--- src/hw/epc_consts.vh ---
`ifndef EPC_CONSTS_VH
`define EPC_CONSTS_VH

// ****************************************
// Edge and modifier encodings
// ****************************************
`define EPC_ACT_INC       2'h1
`define EPC_ACT_DEC       2'h2
`define EPC_MOD_KEEP      2'h0
`define EPC_MOD_INV       2'h1

// ****************************************
// Sizes and reset values
// ****************************************
`define EPC_UNITS         8
`define EPC_CNT_W         16
`define EPC_FLT_W         10
`define EPC_CNT_ZERO      16'h0000
`define EPC_FLT_RST       10'h010

// ****************************************
// Watchpoint bit positions
// ****************************************
`define EPC_WP_NUM        5
`define EPC_WP_THRB       0
`define EPC_WP_THRA       1
`define EPC_WP_LOW        2
`define EPC_WP_HIGH       3
`define EPC_WP_ZERO       4

`endif

--- src/hw/epc_counter_bank.v ---
`timescale 1ns/10ps
`default_nettype none
`include "epc_consts.vh"

// How it works
// [RQ1] Eight identical units, each with own settings, counter, watchpoints.
// [RQ2] Each unit keeps a 16-bit signed up/down counter, readable directly.
// [RQ3] Two equal channels per unit, each with signal and control input.
// [RQ4] Edge action 1 counts up, 2 counts down, others do nothing.
// [RQ5] Low-level modifier applies when control low, high-level when high.
// [RQ6] Modifier 0 keeps, 1 swaps direction, others block counting.
// [RQ7] Falling edges follow the same scheme with their own action.
// [RQ8] One per-unit enable turns on filters of all four inputs.
// [RQ9] Enabled filter drops pulses shorter than programmed cycle count.
// [RQ10] All inputs sampled on clock edges; shorter pulses may be missed.
// [RQ11] Freeze holds the counter and ignores counting events.
// [RQ12] Clear forces the counter to zero.
// [RQ13] Five watchpoints per unit share one interrupt.
// [RQ14] Each watchpoint has its own enable.
// [RQ15] Counter at or above high limit fires and returns to zero.
// [RQ16] Counter at or below low limit fires and returns to zero.
// [RQ17] Counter equal to either threshold, or to zero, fires a watchpoint.
// [RQ18] Interrupt raised when any enabled watchpoint matches.
// [RQ19] Edges found from consecutive filtered samples; control taken same cycle.
// [RQ20] Both channels acting in one cycle apply their net sum.
module epc_counter_bank #(
  parameter UNITS = `EPC_UNITS,
  parameter CNT_W = `EPC_CNT_W,
  parameter FLT_W = `EPC_FLT_W
) (
  // Clock and reset
  input  wire                     clock,
  input  wire                     arst_n,
  // Pad inputs, two per unit for each kind
  input  wire [2*UNITS-1:0]       sig_in,
  input  wire [2*UNITS-1:0]       ctl_in,
  // Per-channel settings, 2 bits each
  input  wire [4*UNITS-1:0]       rise_edge_action,
  input  wire [4*UNITS-1:0]       fall_edge_action,
  input  wire [4*UNITS-1:0]       low_level_modifier,
  input  wire [4*UNITS-1:0]       high_level_modifier,
  // Per-unit filter controls
  input  wire [UNITS-1:0]         glitch_filter_enable,
  input  wire [FLT_W*UNITS-1:0]   glitch_filter_cycles,
  // Per-unit software control
  input  wire [UNITS-1:0]         count_freeze,
  input  wire [UNITS-1:0]         count_clear,
  // Per-unit watchpoint settings
  input  wire [CNT_W*UNITS-1:0]   high_limit,
  input  wire [CNT_W*UNITS-1:0]   low_limit,
  input  wire [CNT_W*UNITS-1:0]   threshold_a,
  input  wire [CNT_W*UNITS-1:0]   threshold_b,
  input  wire [5*UNITS-1:0]       watch_enable,
  // Status
  output wire [CNT_W*UNITS-1:0]   edge_tally,
  output wire [5*UNITS-1:0]       watch_hit,
  output wire [UNITS-1:0]         watchpoint_irq
);

  genvar u;
  genvar c;

  // ****************************************
  // Counting units
  // ****************************************
  generate
    for (u = 0; u < UNITS; u = u + 1)
    begin : g_unit                                    // [RQ1]
      wire [1:0]       fsig;
      wire [1:0]       fctl;
      wire [3:0]       dlt;
      reg  [CNT_W-1:0] cnt_q;
      reg  [4:0]       hit_q;
      reg  [CNT_W-1:0] sum;
      reg  [CNT_W-1:0] nxt;
      reg  [4:0]       hit;
      wire [CNT_W-1:0] hi = high_limit[CNT_W*u +: CNT_W];
      wire [CNT_W-1:0] lo = low_limit[CNT_W*u +: CNT_W];

      for (c = 0; c < 2; c = c + 1)
      begin : g_ch                                    // [RQ3]
        // Same enable for all four filters of the unit
        epc_glitch_filter #(.FLT_W(FLT_W)) u_fs (
          .clock  (clock),
          .arst_n (arst_n),
          .enable (glitch_filter_enable[u]),          // [RQ8]
          .cycles (glitch_filter_cycles[FLT_W*u +: FLT_W]),
          .din    (sig_in[2*u+c]),
          .dout_q (fsig[c])
        );
        epc_glitch_filter #(.FLT_W(FLT_W)) u_fc (
          .clock  (clock),
          .arst_n (arst_n),
          .enable (glitch_filter_enable[u]),          // [RQ8]
          .cycles (glitch_filter_cycles[FLT_W*u +: FLT_W]),
          .din    (ctl_in[2*u+c]),
          .dout_q (fctl[c])
        );
        epc_channel u_ch (
          .clock               (clock),
          .arst_n              (arst_n),
          .sig                 (fsig[c]),
          .ctl                 (fctl[c]),
          .rise_edge_action    (rise_edge_action[4*u+2*c +: 2]),
          .fall_edge_action    (fall_edge_action[4*u+2*c +: 2]),
          .low_level_modifier  (low_level_modifier[4*u+2*c +: 2]),
          .high_level_modifier (high_level_modifier[4*u+2*c +: 2]),
          .delta               (dlt[2*c +: 2])
        );
      end

      // Next count and watchpoint matches
      always @*
      begin
        sum = cnt_q;
        if (dlt[0])
          sum = sum + {{(CNT_W-1){1'b0}}, 1'b1};
        if (dlt[1])
          sum = sum - {{(CNT_W-1){1'b0}}, 1'b1};
        if (dlt[2])
          sum = sum + {{(CNT_W-1){1'b0}}, 1'b1};    // [RQ20]
        if (dlt[3])
          sum = sum - {{(CNT_W-1){1'b0}}, 1'b1};    // [RQ20]
        if (count_freeze[u])
          sum = cnt_q;                                // [RQ11]
        hit = 5'h00;
        hit[`EPC_WP_HIGH] = ($signed(sum) >= $signed(hi));             // [RQ15]
        hit[`EPC_WP_LOW]  = ($signed(sum) <= $signed(lo));             // [RQ16]
        hit[`EPC_WP_THRA] = (sum == threshold_a[CNT_W*u +: CNT_W]);    // [RQ17]
        hit[`EPC_WP_THRB] = (sum == threshold_b[CNT_W*u +: CNT_W]);    // [RQ17]
        hit[`EPC_WP_ZERO] = (sum == {CNT_W{1'b0}});                    // [RQ17]
        // Only a change of the count fires, so a held value does not repeat
        if (sum == cnt_q)
          hit = 5'h00;
        nxt = sum;
        // Limits wrap the count even when their watchpoint is masked
        if (hit[`EPC_WP_HIGH] || hit[`EPC_WP_LOW])
          nxt = {CNT_W{1'b0}};                        // [RQ15] [RQ16]
        hit = hit & watch_enable[5*u +: 5];                            // [RQ14]
        if (count_clear[u])
        begin
          nxt = {CNT_W{1'b0}};                        // [RQ12]
          hit = 5'h00;
        end
      end

      always @(posedge clock or negedge arst_n)
      begin
        if (!arst_n)
        begin
          cnt_q <= {CNT_W{1'b0}};
          hit_q <= 5'h00;
        end
        else
        begin
          cnt_q <= nxt;                               // [RQ2]
          hit_q <= hit;
        end
      end

      assign edge_tally[CNT_W*u +: CNT_W] = cnt_q;    // [RQ2]
      assign watch_hit[5*u +: 5]          = hit_q;
      assign watchpoint_irq[u]            = |hit_q;   // [RQ13] [RQ18]
    end
  endgenerate

endmodule

`default_nettype wire

--- src/hw/epc_glitch_filter.v ---
`timescale 1ns/10ps
`default_nettype none
`include "epc_consts.vh"

// ****************************************
// One-input glitch filter
// ****************************************
module epc_glitch_filter #(
  parameter FLT_W = `EPC_FLT_W
) (
  // Clock and reset
  input  wire             clock,
  input  wire             arst_n,
  // Control
  input  wire             enable,
  input  wire [FLT_W-1:0] cycles,
  // Data
  input  wire             din,
  output reg              dout_q
);

  reg             samp_q;
  reg [FLT_W-1:0] run_q;

  // Input is accepted only after it has stood stable for the programmed count
  always @(posedge clock or negedge arst_n)
  begin
    if (!arst_n)
    begin
      samp_q <= 1'b0;
      run_q  <= {FLT_W{1'b0}};
      dout_q <= 1'b0;
    end
    else
    begin
      samp_q <= din;                                  // [RQ10]
      if (!enable)
      begin
        run_q  <= {FLT_W{1'b0}};
        dout_q <= samp_q;
      end
      else if (samp_q == dout_q)
        run_q <= {FLT_W{1'b0}};
      else if (run_q + {{(FLT_W-1){1'b0}}, 1'b1} >= cycles)
      begin
        run_q  <= {FLT_W{1'b0}};
        dout_q <= samp_q;                             // [RQ9]
      end
      else
        run_q <= run_q + {{(FLT_W-1){1'b0}}, 1'b1};   // [RQ9]
    end
  end

endmodule

`default_nettype wire

--- src/hw/epc_channel.v ---
`timescale 1ns/10ps
`default_nettype none
`include "epc_consts.vh"

// ****************************************
// One channel: edge detect and action decode
// ****************************************
module epc_channel (
  // Clock and reset
  input  wire       clock,
  input  wire       arst_n,
  // Filtered inputs
  input  wire       sig,
  input  wire       ctl,
  // Settings
  input  wire [1:0] rise_edge_action,
  input  wire [1:0] fall_edge_action,
  input  wire [1:0] low_level_modifier,
  input  wire [1:0] high_level_modifier,
  // Result
  output reg  [1:0] delta
);

  reg       prev_q;
  reg [1:0] act;
  reg [1:0] modf;
  wire      rise = sig & ~prev_q;
  wire      fall = ~sig & prev_q;

  always @(posedge clock or negedge arst_n)
  begin
    if (!arst_n)
      prev_q <= 1'b0;
    else
      prev_q <= sig;                                  // [RQ19]
  end

  // delta: 01 up, 10 down, 00 none
  always @*
  begin
    act   = rise ? rise_edge_action : (fall ? fall_edge_action : 2'h0);   // [RQ4] [RQ7]
    modf  = ctl ? high_level_modifier : low_level_modifier;               // [RQ5] [RQ19]
    delta = 2'h0;
    if (act == `EPC_ACT_INC || act == `EPC_ACT_DEC)
    begin
      if (modf == `EPC_MOD_KEEP)
        delta = act;                                  // [RQ6]
      else if (modf == `EPC_MOD_INV)
        delta = {act[0], act[1]};                     // [RQ6]
    end
  end

endmodule

`default_nettype wire

--- config.mk ---
export PLATFORM = sky130hd
export DESIGN_NAME = epc_counter_bank
export DESIGN_NICKNAME = d
export VERILOG_FILES = /design/src/hw/epc_counter_bank.v /design/src/hw/epc_glitch_filter.v /design/src/hw/epc_channel.v
export VERILOG_INCLUDE_DIRS = /design/src /design/src/hw
export SDC_FILE = /design/constraint.sdc
export NUM_CORES = 2
export LEC_CHECK = 0
export BUFFER_PORTS_ARGS = -buffer_cell sky130_fd_sc_hd__buf_2
export CAP_MARGIN = 5
export CORE_AREA = 2 2 389 391
export CTS_CLUSTER_DIAMETER = 40
export DETAILED_ROUTE_END_ITERATION = 16
export DIE_AREA = 0 0 391 393
export MAX_ROUTING_LAYER = met4
export PLACE_DENSITY = 0.71
export SKIP_LAST_GASP = 1
export SLEW_MARGIN = 20
export SYNTH_ARGS = -nofsm -noshare
export SYNTH_HDL_FRONTEND = slang
export SYNTH_SLANG_ARGS = --single-unit
--- constraint.sdc ---
create_clock -name clock -period 12.55 [get_ports clock]
set_input_delay 0.6275 -clock clock [delete_from_list [all_inputs] [get_ports clock]]
set_output_delay 0.6275 -clock clock [all_outputs]
set_load 0.1 [all_outputs]
# Yosys cells after proc, flatten, opt, wreduce, memory -nomap -nowiden
# Index checks and enable logic that the tools add are counted.
# Widths: inputs -> output; s select.
# classes
add_sub_neg,64
multipliers,0
div,0
order_cmp,48
eq_ne,168
n_shift,0
n_mux,360
bitwise,72
n_reduce_logical,88
# op_table
op,count
$mux 10,96
$mux 16,56
$eq 16x16->1,24
$add 10x1->10 const B,32
$ge 10x10->1,32
$add 16x1->16 const B,16
$sub 16x1->16 const B,16
$mux 2,96
$ge 16x16->1,8
$le 16x16->1,8
$logic_not 16->1,8
$mux 1,96
$mux 5,16
$eq 2x1->1 const B,32
$ne 2x1->1 const B,32
$ne 2x2->1 const B,32
$reduce_and 2->1,32
$and 5x5->5,8
$reduce_or 5->1,8
$and 1x1->1,32
$eq 1x1->1,32
$eq 2x2->1 const B,16
$logic_not 2->1,16
$not 1->1,32
$logic_or 1x1->1,24
# totals
regBits,568
latchBits,0
mem_bits_rw,0
mem_bits_ro,0
in_bits,818
out_inout_bits,176
wordCells,928
memories,0

# Logic depth before layout (Yosys ltp)
# depth
ltp_word,20
mapped_depth,37
depth_no_buf,33

# Cells and area by module
# Synthesis repeated with hierarchy kept, for this count alone.
# hier_totals
cells_unflattened,7310
hier_area_um2,61076.1
# modules_own_cells
mod,n_inst,cells_per_inst,area_per_inst_um2,seq_area_each_um2
epc_counter_bank,1,4494,33910.0,4204.0
epc_glitch_filter,32,81,789.5,300.3
epc_channel,16,14,118.9,25.0

# Worst setup path before layout
# No wires, ideal clock.
# synth_path
path_type,input -> register
startpoint,in fall_edge_action[12]
endpoint,reg g_unit[3].cnt_q[14]
setup_ns,0.137
arrival_ns,7.758
t_required_ns,12.413
slack_ns,4.654
path_stages,32
path_buffers,2
path_cell_list,and4bb_2 nor3_2 clkbuf_1 nor3_1 xnor2_1 ha_1 and3_1 o21ai_0 o21ai_1 inv_1 ha_1 nand2_1 a2111oi_0 nand4_1 o32ai_1 nand4_1 a2111oi_2 nand2_1 xor2_1 a31oi_1 o31ai_1 ha_1 nor2b_1 o21ai_0 nand2b_1 a21oi_1 a21boi_0 o41ai_1 nor3_1 o31ai_1 clkbuf_1 nor2_1
# synth_between
elab_chain_cells,18
elab_cells_between_ends,23
classes_between,add/sub (3); order compare (2); eq/ne (3); mux (13); reduce/logical (2)
# synth_lines
element,line_no,rtl
from (decl),epc_counter_bank.v:39,"input wire [4*UNITS-1:0] fall_edge_action,"
$mux 2 * (2 in series),epc_channel.v:41,act = rise ? rise_edge_action : (fall ? fall_edge_action : 2'h0);
$eq 2x1->1 (no source line) or $eq 2x2->1 (tied branches),n/a,
$logic_or 1x1->1 (no source line),n/a,
$mux 2 *,epc_channel.v:44,if (act == `EPC_ACT_INC || act == `EPC_ACT_DEC)
$mux 16,epc_counter_bank.v:116,if (dlt[0])
$sub 16x1->16,epc_counter_bank.v:119,"sum = sum - {{(CNT_W-1){1'b0}}, 1'b1};"
$mux 16 *,epc_counter_bank.v:118,if (dlt[1])
$add 16x1->16,epc_counter_bank.v:121,"sum = sum + {{(CNT_W-1){1'b0}}, 1'b1};"
(+2 left out),n/a,
$mux 16 *,epc_counter_bank.v:122,if (dlt[3])
$mux 16 *,epc_counter_bank.v:124,if (count_freeze[u])
"$ge 16x16->1, or another cell as far along",epc_counter_bank.v:127,hit[`EPC_WP_HIGH] = ($signed(sum) >= $signed(hi));
$mux 5,epc_counter_bank.v:133,if (sum == cnt_q)
$logic_or 1x1->1,epc_counter_bank.v:137,if (hit[`EPC_WP_HIGH] || hit[`EPC_WP_LOW])
$mux 16 *,epc_counter_bank.v:137,
$mux 16 *,epc_counter_bank.v:140,if (count_clear[u])
via g_unit[3].nxt[14],epc_counter_bank.v:75,reg [CNT_W-1:0] nxt;
to (signal assigned),epc_counter_bank.v:151,cnt_q <= {CNT_W{1'b0}};
to (signal assigned),epc_counter_bank.v:156,cnt_q <= nxt;
to (decl),epc_counter_bank.v:72,reg [CNT_W-1:0] cnt_q;
# Mark *: on every way through the listed nets, which the timed path passes. The rest lies on a longest branch.
# A chain may end at the register's enable or synchronous reset.

# Worst setup path in the final report
# layout_path
startpoint,reg g_unit[3].g_ch[0].u_fc.dout_q
endpoint,reg g_unit[3].cnt_q[6]
# layout_between
elab_chain_cells,18
elab_cells_between_ends,21
classes_between,add/sub (3); order compare (2); eq/ne (2); mux (12); reduce/logical (2)
# layout_lines
element,line_no,rtl
from (decl),epc_glitch_filter.v:19,output reg dout_q
from (signal assigned),epc_glitch_filter.v:40,dout_q <= samp_q;
from (signal assigned),epc_glitch_filter.v:47,dout_q <= samp_q;
$mux 2 *,epc_channel.v:42,modf = ctl ? high_level_modifier : low_level_modifier;
$eq 2x1->1 (no source line),n/a,
$mux 2,epc_channel.v:48,else if (modf == `EPC_MOD_INV)
$mux 2 *,epc_channel.v:46,if (modf == `EPC_MOD_KEEP)
$mux 2 *,epc_channel.v:44,
$mux 16,epc_counter_bank.v:116,
$sub 16x1->16,epc_counter_bank.v:119,
$mux 16 *,epc_counter_bank.v:118,
(+3 left out),n/a,
$mux 16 *,epc_counter_bank.v:122,
$mux 16 *,epc_counter_bank.v:124,
"$ge 16x16->1, or another cell as far along",epc_counter_bank.v:127,
$mux 5,epc_counter_bank.v:133,
$logic_or 1x1->1,epc_counter_bank.v:137,
$mux 16 *,epc_counter_bank.v:137,
$mux 16 *,epc_counter_bank.v:140,
via g_unit[3].nxt[6],epc_counter_bank.v:75,
# Marked as above.

==> flow_metrics.py <==
metrics = {
    "clock_tree": {
        "clk_pin_slew_worst_paths_ps": 50,
        "cts_buffers": 116,
        "cts_buffer_depth": 3,
        "cts_repair_resize_count": 0,
        "cts.htree.levels": 3,
        "clock-sinks": 568,
        "hold_buffers": 29,
        "cts-root-buf": "clkbuf_16",
        "post_cts_buffers": 0,
        "cts_tree": "done",
        "clk_latency_ps": 760,
    },
    "global_routing": {
        "grt_use_met3_pct": 5.668,
        "antenna_found_initial": 73,
        "gr-max-usage-layer": "met2",
        "grt_max_degree": 82,
        "grt_util_all_layers_pct": 29.20,
        "grt_pass1_wl_um": 344200,
        "grt_overflow": 0,
        "grt.met2_usage_pct": 48.05,
        "met1_usage_pct": 34.76,
        "grt_pass1_vias": 59730,
    },
    "worst_hold_path": {
        "hold_class": "input pin to register",
    },
    "floorplanning": {
        "die_h_um": 393,
        "start_util_pct": 41.76,
        "dieArea_um2": 153700,
        "fp-row-count": 142,
        "pin_count": 994,
        "core-area_um2": 149200,
        "die_w_um": 391,
    },
    "logic_synthesis": {
        "synthArstFlopShare_pct": 100.0,
        "synth_edf_count": 0,
        "ys_seq_area_share_pct": 22.80,
        "synthTopCellsByArea": "dfrtp_1 (23%), ha_1 (13%), xnor2_1 (9.0%)",
        "synth_compound_area_share_pct": 13.93,
        "ys_types": 123,
        "synth_top_area_cell": "dfrtp_1",
        "syn_area_per_cell_um2": 8.479,
        "synth_fa_ha_area_share_pct": 12.85,
        "synth_top_family_by_area": "simple AND/OR/NAND/NOR gates",
        "syn_area_um2": 62330,
        "synth-simple-area-share_pct": 27.01,
        "synth_top_area_share_pct": 22.80,
        "ys_ff_latch": 568,
        "synthFlopType": "dfrtp_1",
        "synthMuxAreaShare_pct": 3.567,
        "syn_inst": 7351,
        "ys_warn_count": 0,
        "synth-xor-area-share_pct": 15.51,
        "yosys-top-cells-count": "ha_1 (640), xnor2_1 (640), dfrtp_1 (568), inv_1 (448), and3_1 (442)",
        "syn-num-nets": 8809,
    },
    "setup_path": {
        "critical_path_class": "register to register",
        "crit_end": "g_unit[3].cnt_q[6]$_DFF_PN0_",
        "startpoint": "g_unit[3].g_ch[0].u_fc.dout_q$_DFFE_PN0P_",
        "max_stage_delay_ps": 720,
        "cp.required_ps": 13070,
        "arrival_ps": 9470,
        "crit_family": "compound AO/OA/AOI/OAI gates",
        "cp.depth": 30,
        "cpMaxStageDelayCell": "o31ai_1",
        "ff2ff_setup_slack_ps": 3600,
        "rr_endpoint": "g_unit[3].cnt_q[6]$_DFF_PN0_",
        "crit_fanout": 19,
        "cp-end-kind": "register",
        "reg2reg_depth": 30,
        "reg2reg_from": "g_unit[3].g_ch[0].u_fc.dout_q$_DFFE_PN0P_",
        "worstSetupStartpointType": "register",
        "crit_top_cell": "ha_1",
        "timing.critical_path.buf_inv": 1,
    },
    "timing": {
        "worstMarginPinSlew_ps": 1090,
        "relSlewSlack_pct": 26.73,
        "finalHoldViolCount": 0,
        "skew_ps": 99.77,
        "tns_ps": 0,
        "period_needed_ps": 8950,
        "maxSlewViolCount": 0,
        "rsz0062_at_grt": "no",
        "fmax_mhz": 111.7,
        "finalSetupViolCount": 0,
        "fin_crit_sh_pct": 71.32,
    },
    "placement": {
        "place_area_um2": 69140,
        "port-buffer-count": 993,
        "hpwlAfterDp_um": 183000,
        "dpl.cell_count": 10090,
        "place_congestion": 1.035,
    },
    "drt": {
        "post-route-drc-count": 0,
        "routed_wl_um": 226300,
        "ant_nets": 0,
        "drtPass1Iterations": 6,
        "vias": 60870,
        "drt_iter0_markers": 4242,
        "post_drt_wl_per_cell_um": 21.73,
        "viasPerCell": 5.845,
    },
    "finish": {
        "post_route_cells_drive_above_1_share_pct": 17.87,
        "fin_area_um2": 73930,
        "fillers": 14240,
        "finalNonFillerCells": 10410,
        "nNetsFinal": 9755,
        "area_delta_synth_final_pct": 18.60,
        "final_util_pct": 49.53,
    },
    "power": {
        "ir_drop_uv": 124.4,
        "power.density_nw_per_um2": 123.8,
        "p_leak_uw": 0.03694,
    },
    "job": {
        "maxCapViolations": 0,
    },
    "status": {
        "status": "finished clean",
    },
}
==> flip-flops by register name, indices dropped and copies added, names as in the netlist <==
name                     count
g_unit.g_ch.u_fc.run_q     160
g_unit.g_ch.u_fs.run_q     160
g_unit.cnt_q               128
g_unit.hit_q                40
g_unit.g_ch.u_ch.prev_q     16
g_unit.g_ch.u_fc.dout_q     16
g_unit.g_ch.u_fc.samp_q     16
g_unit.g_ch.u_fs.dout_q     16
g_unit.g_ch.u_fs.samp_q     16
==> metrics by stage <==
step | hold slack [ps] | setup WS (ps) | power, uW
finish | 101.4 | 3600 | 9155
global route | 36.97 | 2697 | 9624
CTS | 24.89 | 3301 | 9150
detailed placement | 473.9 | 3207 | 5745
global placement | 460.0 | 3331 | 5693
floorplan | 331.9 | 4654 | 4701
==> where the power goes <==
group          switching [uW]  internal [uW]
registers                 232           1920
logic                    2330           1320
clock network            1200           2150
==> cell usage in the layout, fill, tap and decap left out, types with 188 or more instances in the layout <==
| cell | instances |
|---|---|
| o21ai_0 | 220 |
| nor2_1 | 396 |
| dfrtp_1 | 568 |
| and3_1 | 442 |
| a21oi_1 | 230 |
| nand3_1 | 348 |
| inv_1 | 448 |
| ha_1 | 640 |
| nand2_1 | 386 |
| xor2_1 | 400 |
| buf_2 | 992 |
| nor3_1 | 188 |
| xnor2_1 | 640 |
==> worst register-to-register path, delay by kind of cell (launching register included) <==
kind	cells	cell delay [ps]
flip-flops	1	480
XOR/XNOR	1	610
AO/OA/AOI/OAI	14	4520
adder cells (fa/ha/maj)	3	810
AND/OR/NAND/NOR	10	1900
buffers and inverters	1	110
multiplexers	1	300
==> cells by family after synthesis <==
kind of cell               count (synthesis)
adders and majority gates                640
buffers and inverters                    699
muxes                                    201
DFF                                      568
xor gates and xnor gates                1066
and+or+nand+nor                         2930
AOI/OAI and AO/OA                       1247
==> worst min-delay path by stage <==
stage / slack [ps] / depth (start not counted) / from / end
floorplan: 330 / 0 / arst_n / g_unit[0].cnt_q[0]$_DFF_PN0_
global placement: 460 / 0 / g_unit[4].g_ch[0].u_fs.dout_q$_DFFE_PN0P_ / g_unit[4].g_ch[0].u_ch.prev_q$_DFF_PN0_
detailed placement: 470 / 0 / g_unit[4].g_ch[0].u_fs.dout_q$_DFFE_PN0P_ / g_unit[4].g_ch[0].u_ch.prev_q$_DFF_PN0_
CTS: 20 / 1 / sig_in[7] / g_unit[3].g_ch[1].u_fs.samp_q$_DFF_PN0_
global route: 40 / 1 / sig_in[14] / g_unit[7].g_ch[0].u_fs.samp_q$_DFF_PN0_
finish: 100 / 1 / sig_in[7] / g_unit[3].g_ch[1].u_fs.samp_q$_DFF_PN0_
==> cell type report <==
type	instances	area, um2	area share [%]
multi-input cells	6084	45450	61.49
inverters	453	1700	2.300
clock buffers	135	3104	4.199
well taps	1944	2432	3.290
flip-flops and latches	568	14210	19.23
clock inverters	81	1170	1.582
repair buffers	1074	5664	7.662
diodes	75	187.7	0.2539
==> metal layers <==
metal  share of wire (%)  vias up
met2                  48     2206
met1                  41    29310
met4                 4.5        0
li1                    -    28820
met3                 7.1      533
met5                   0        -
Power figures use the tool's default switching activity.
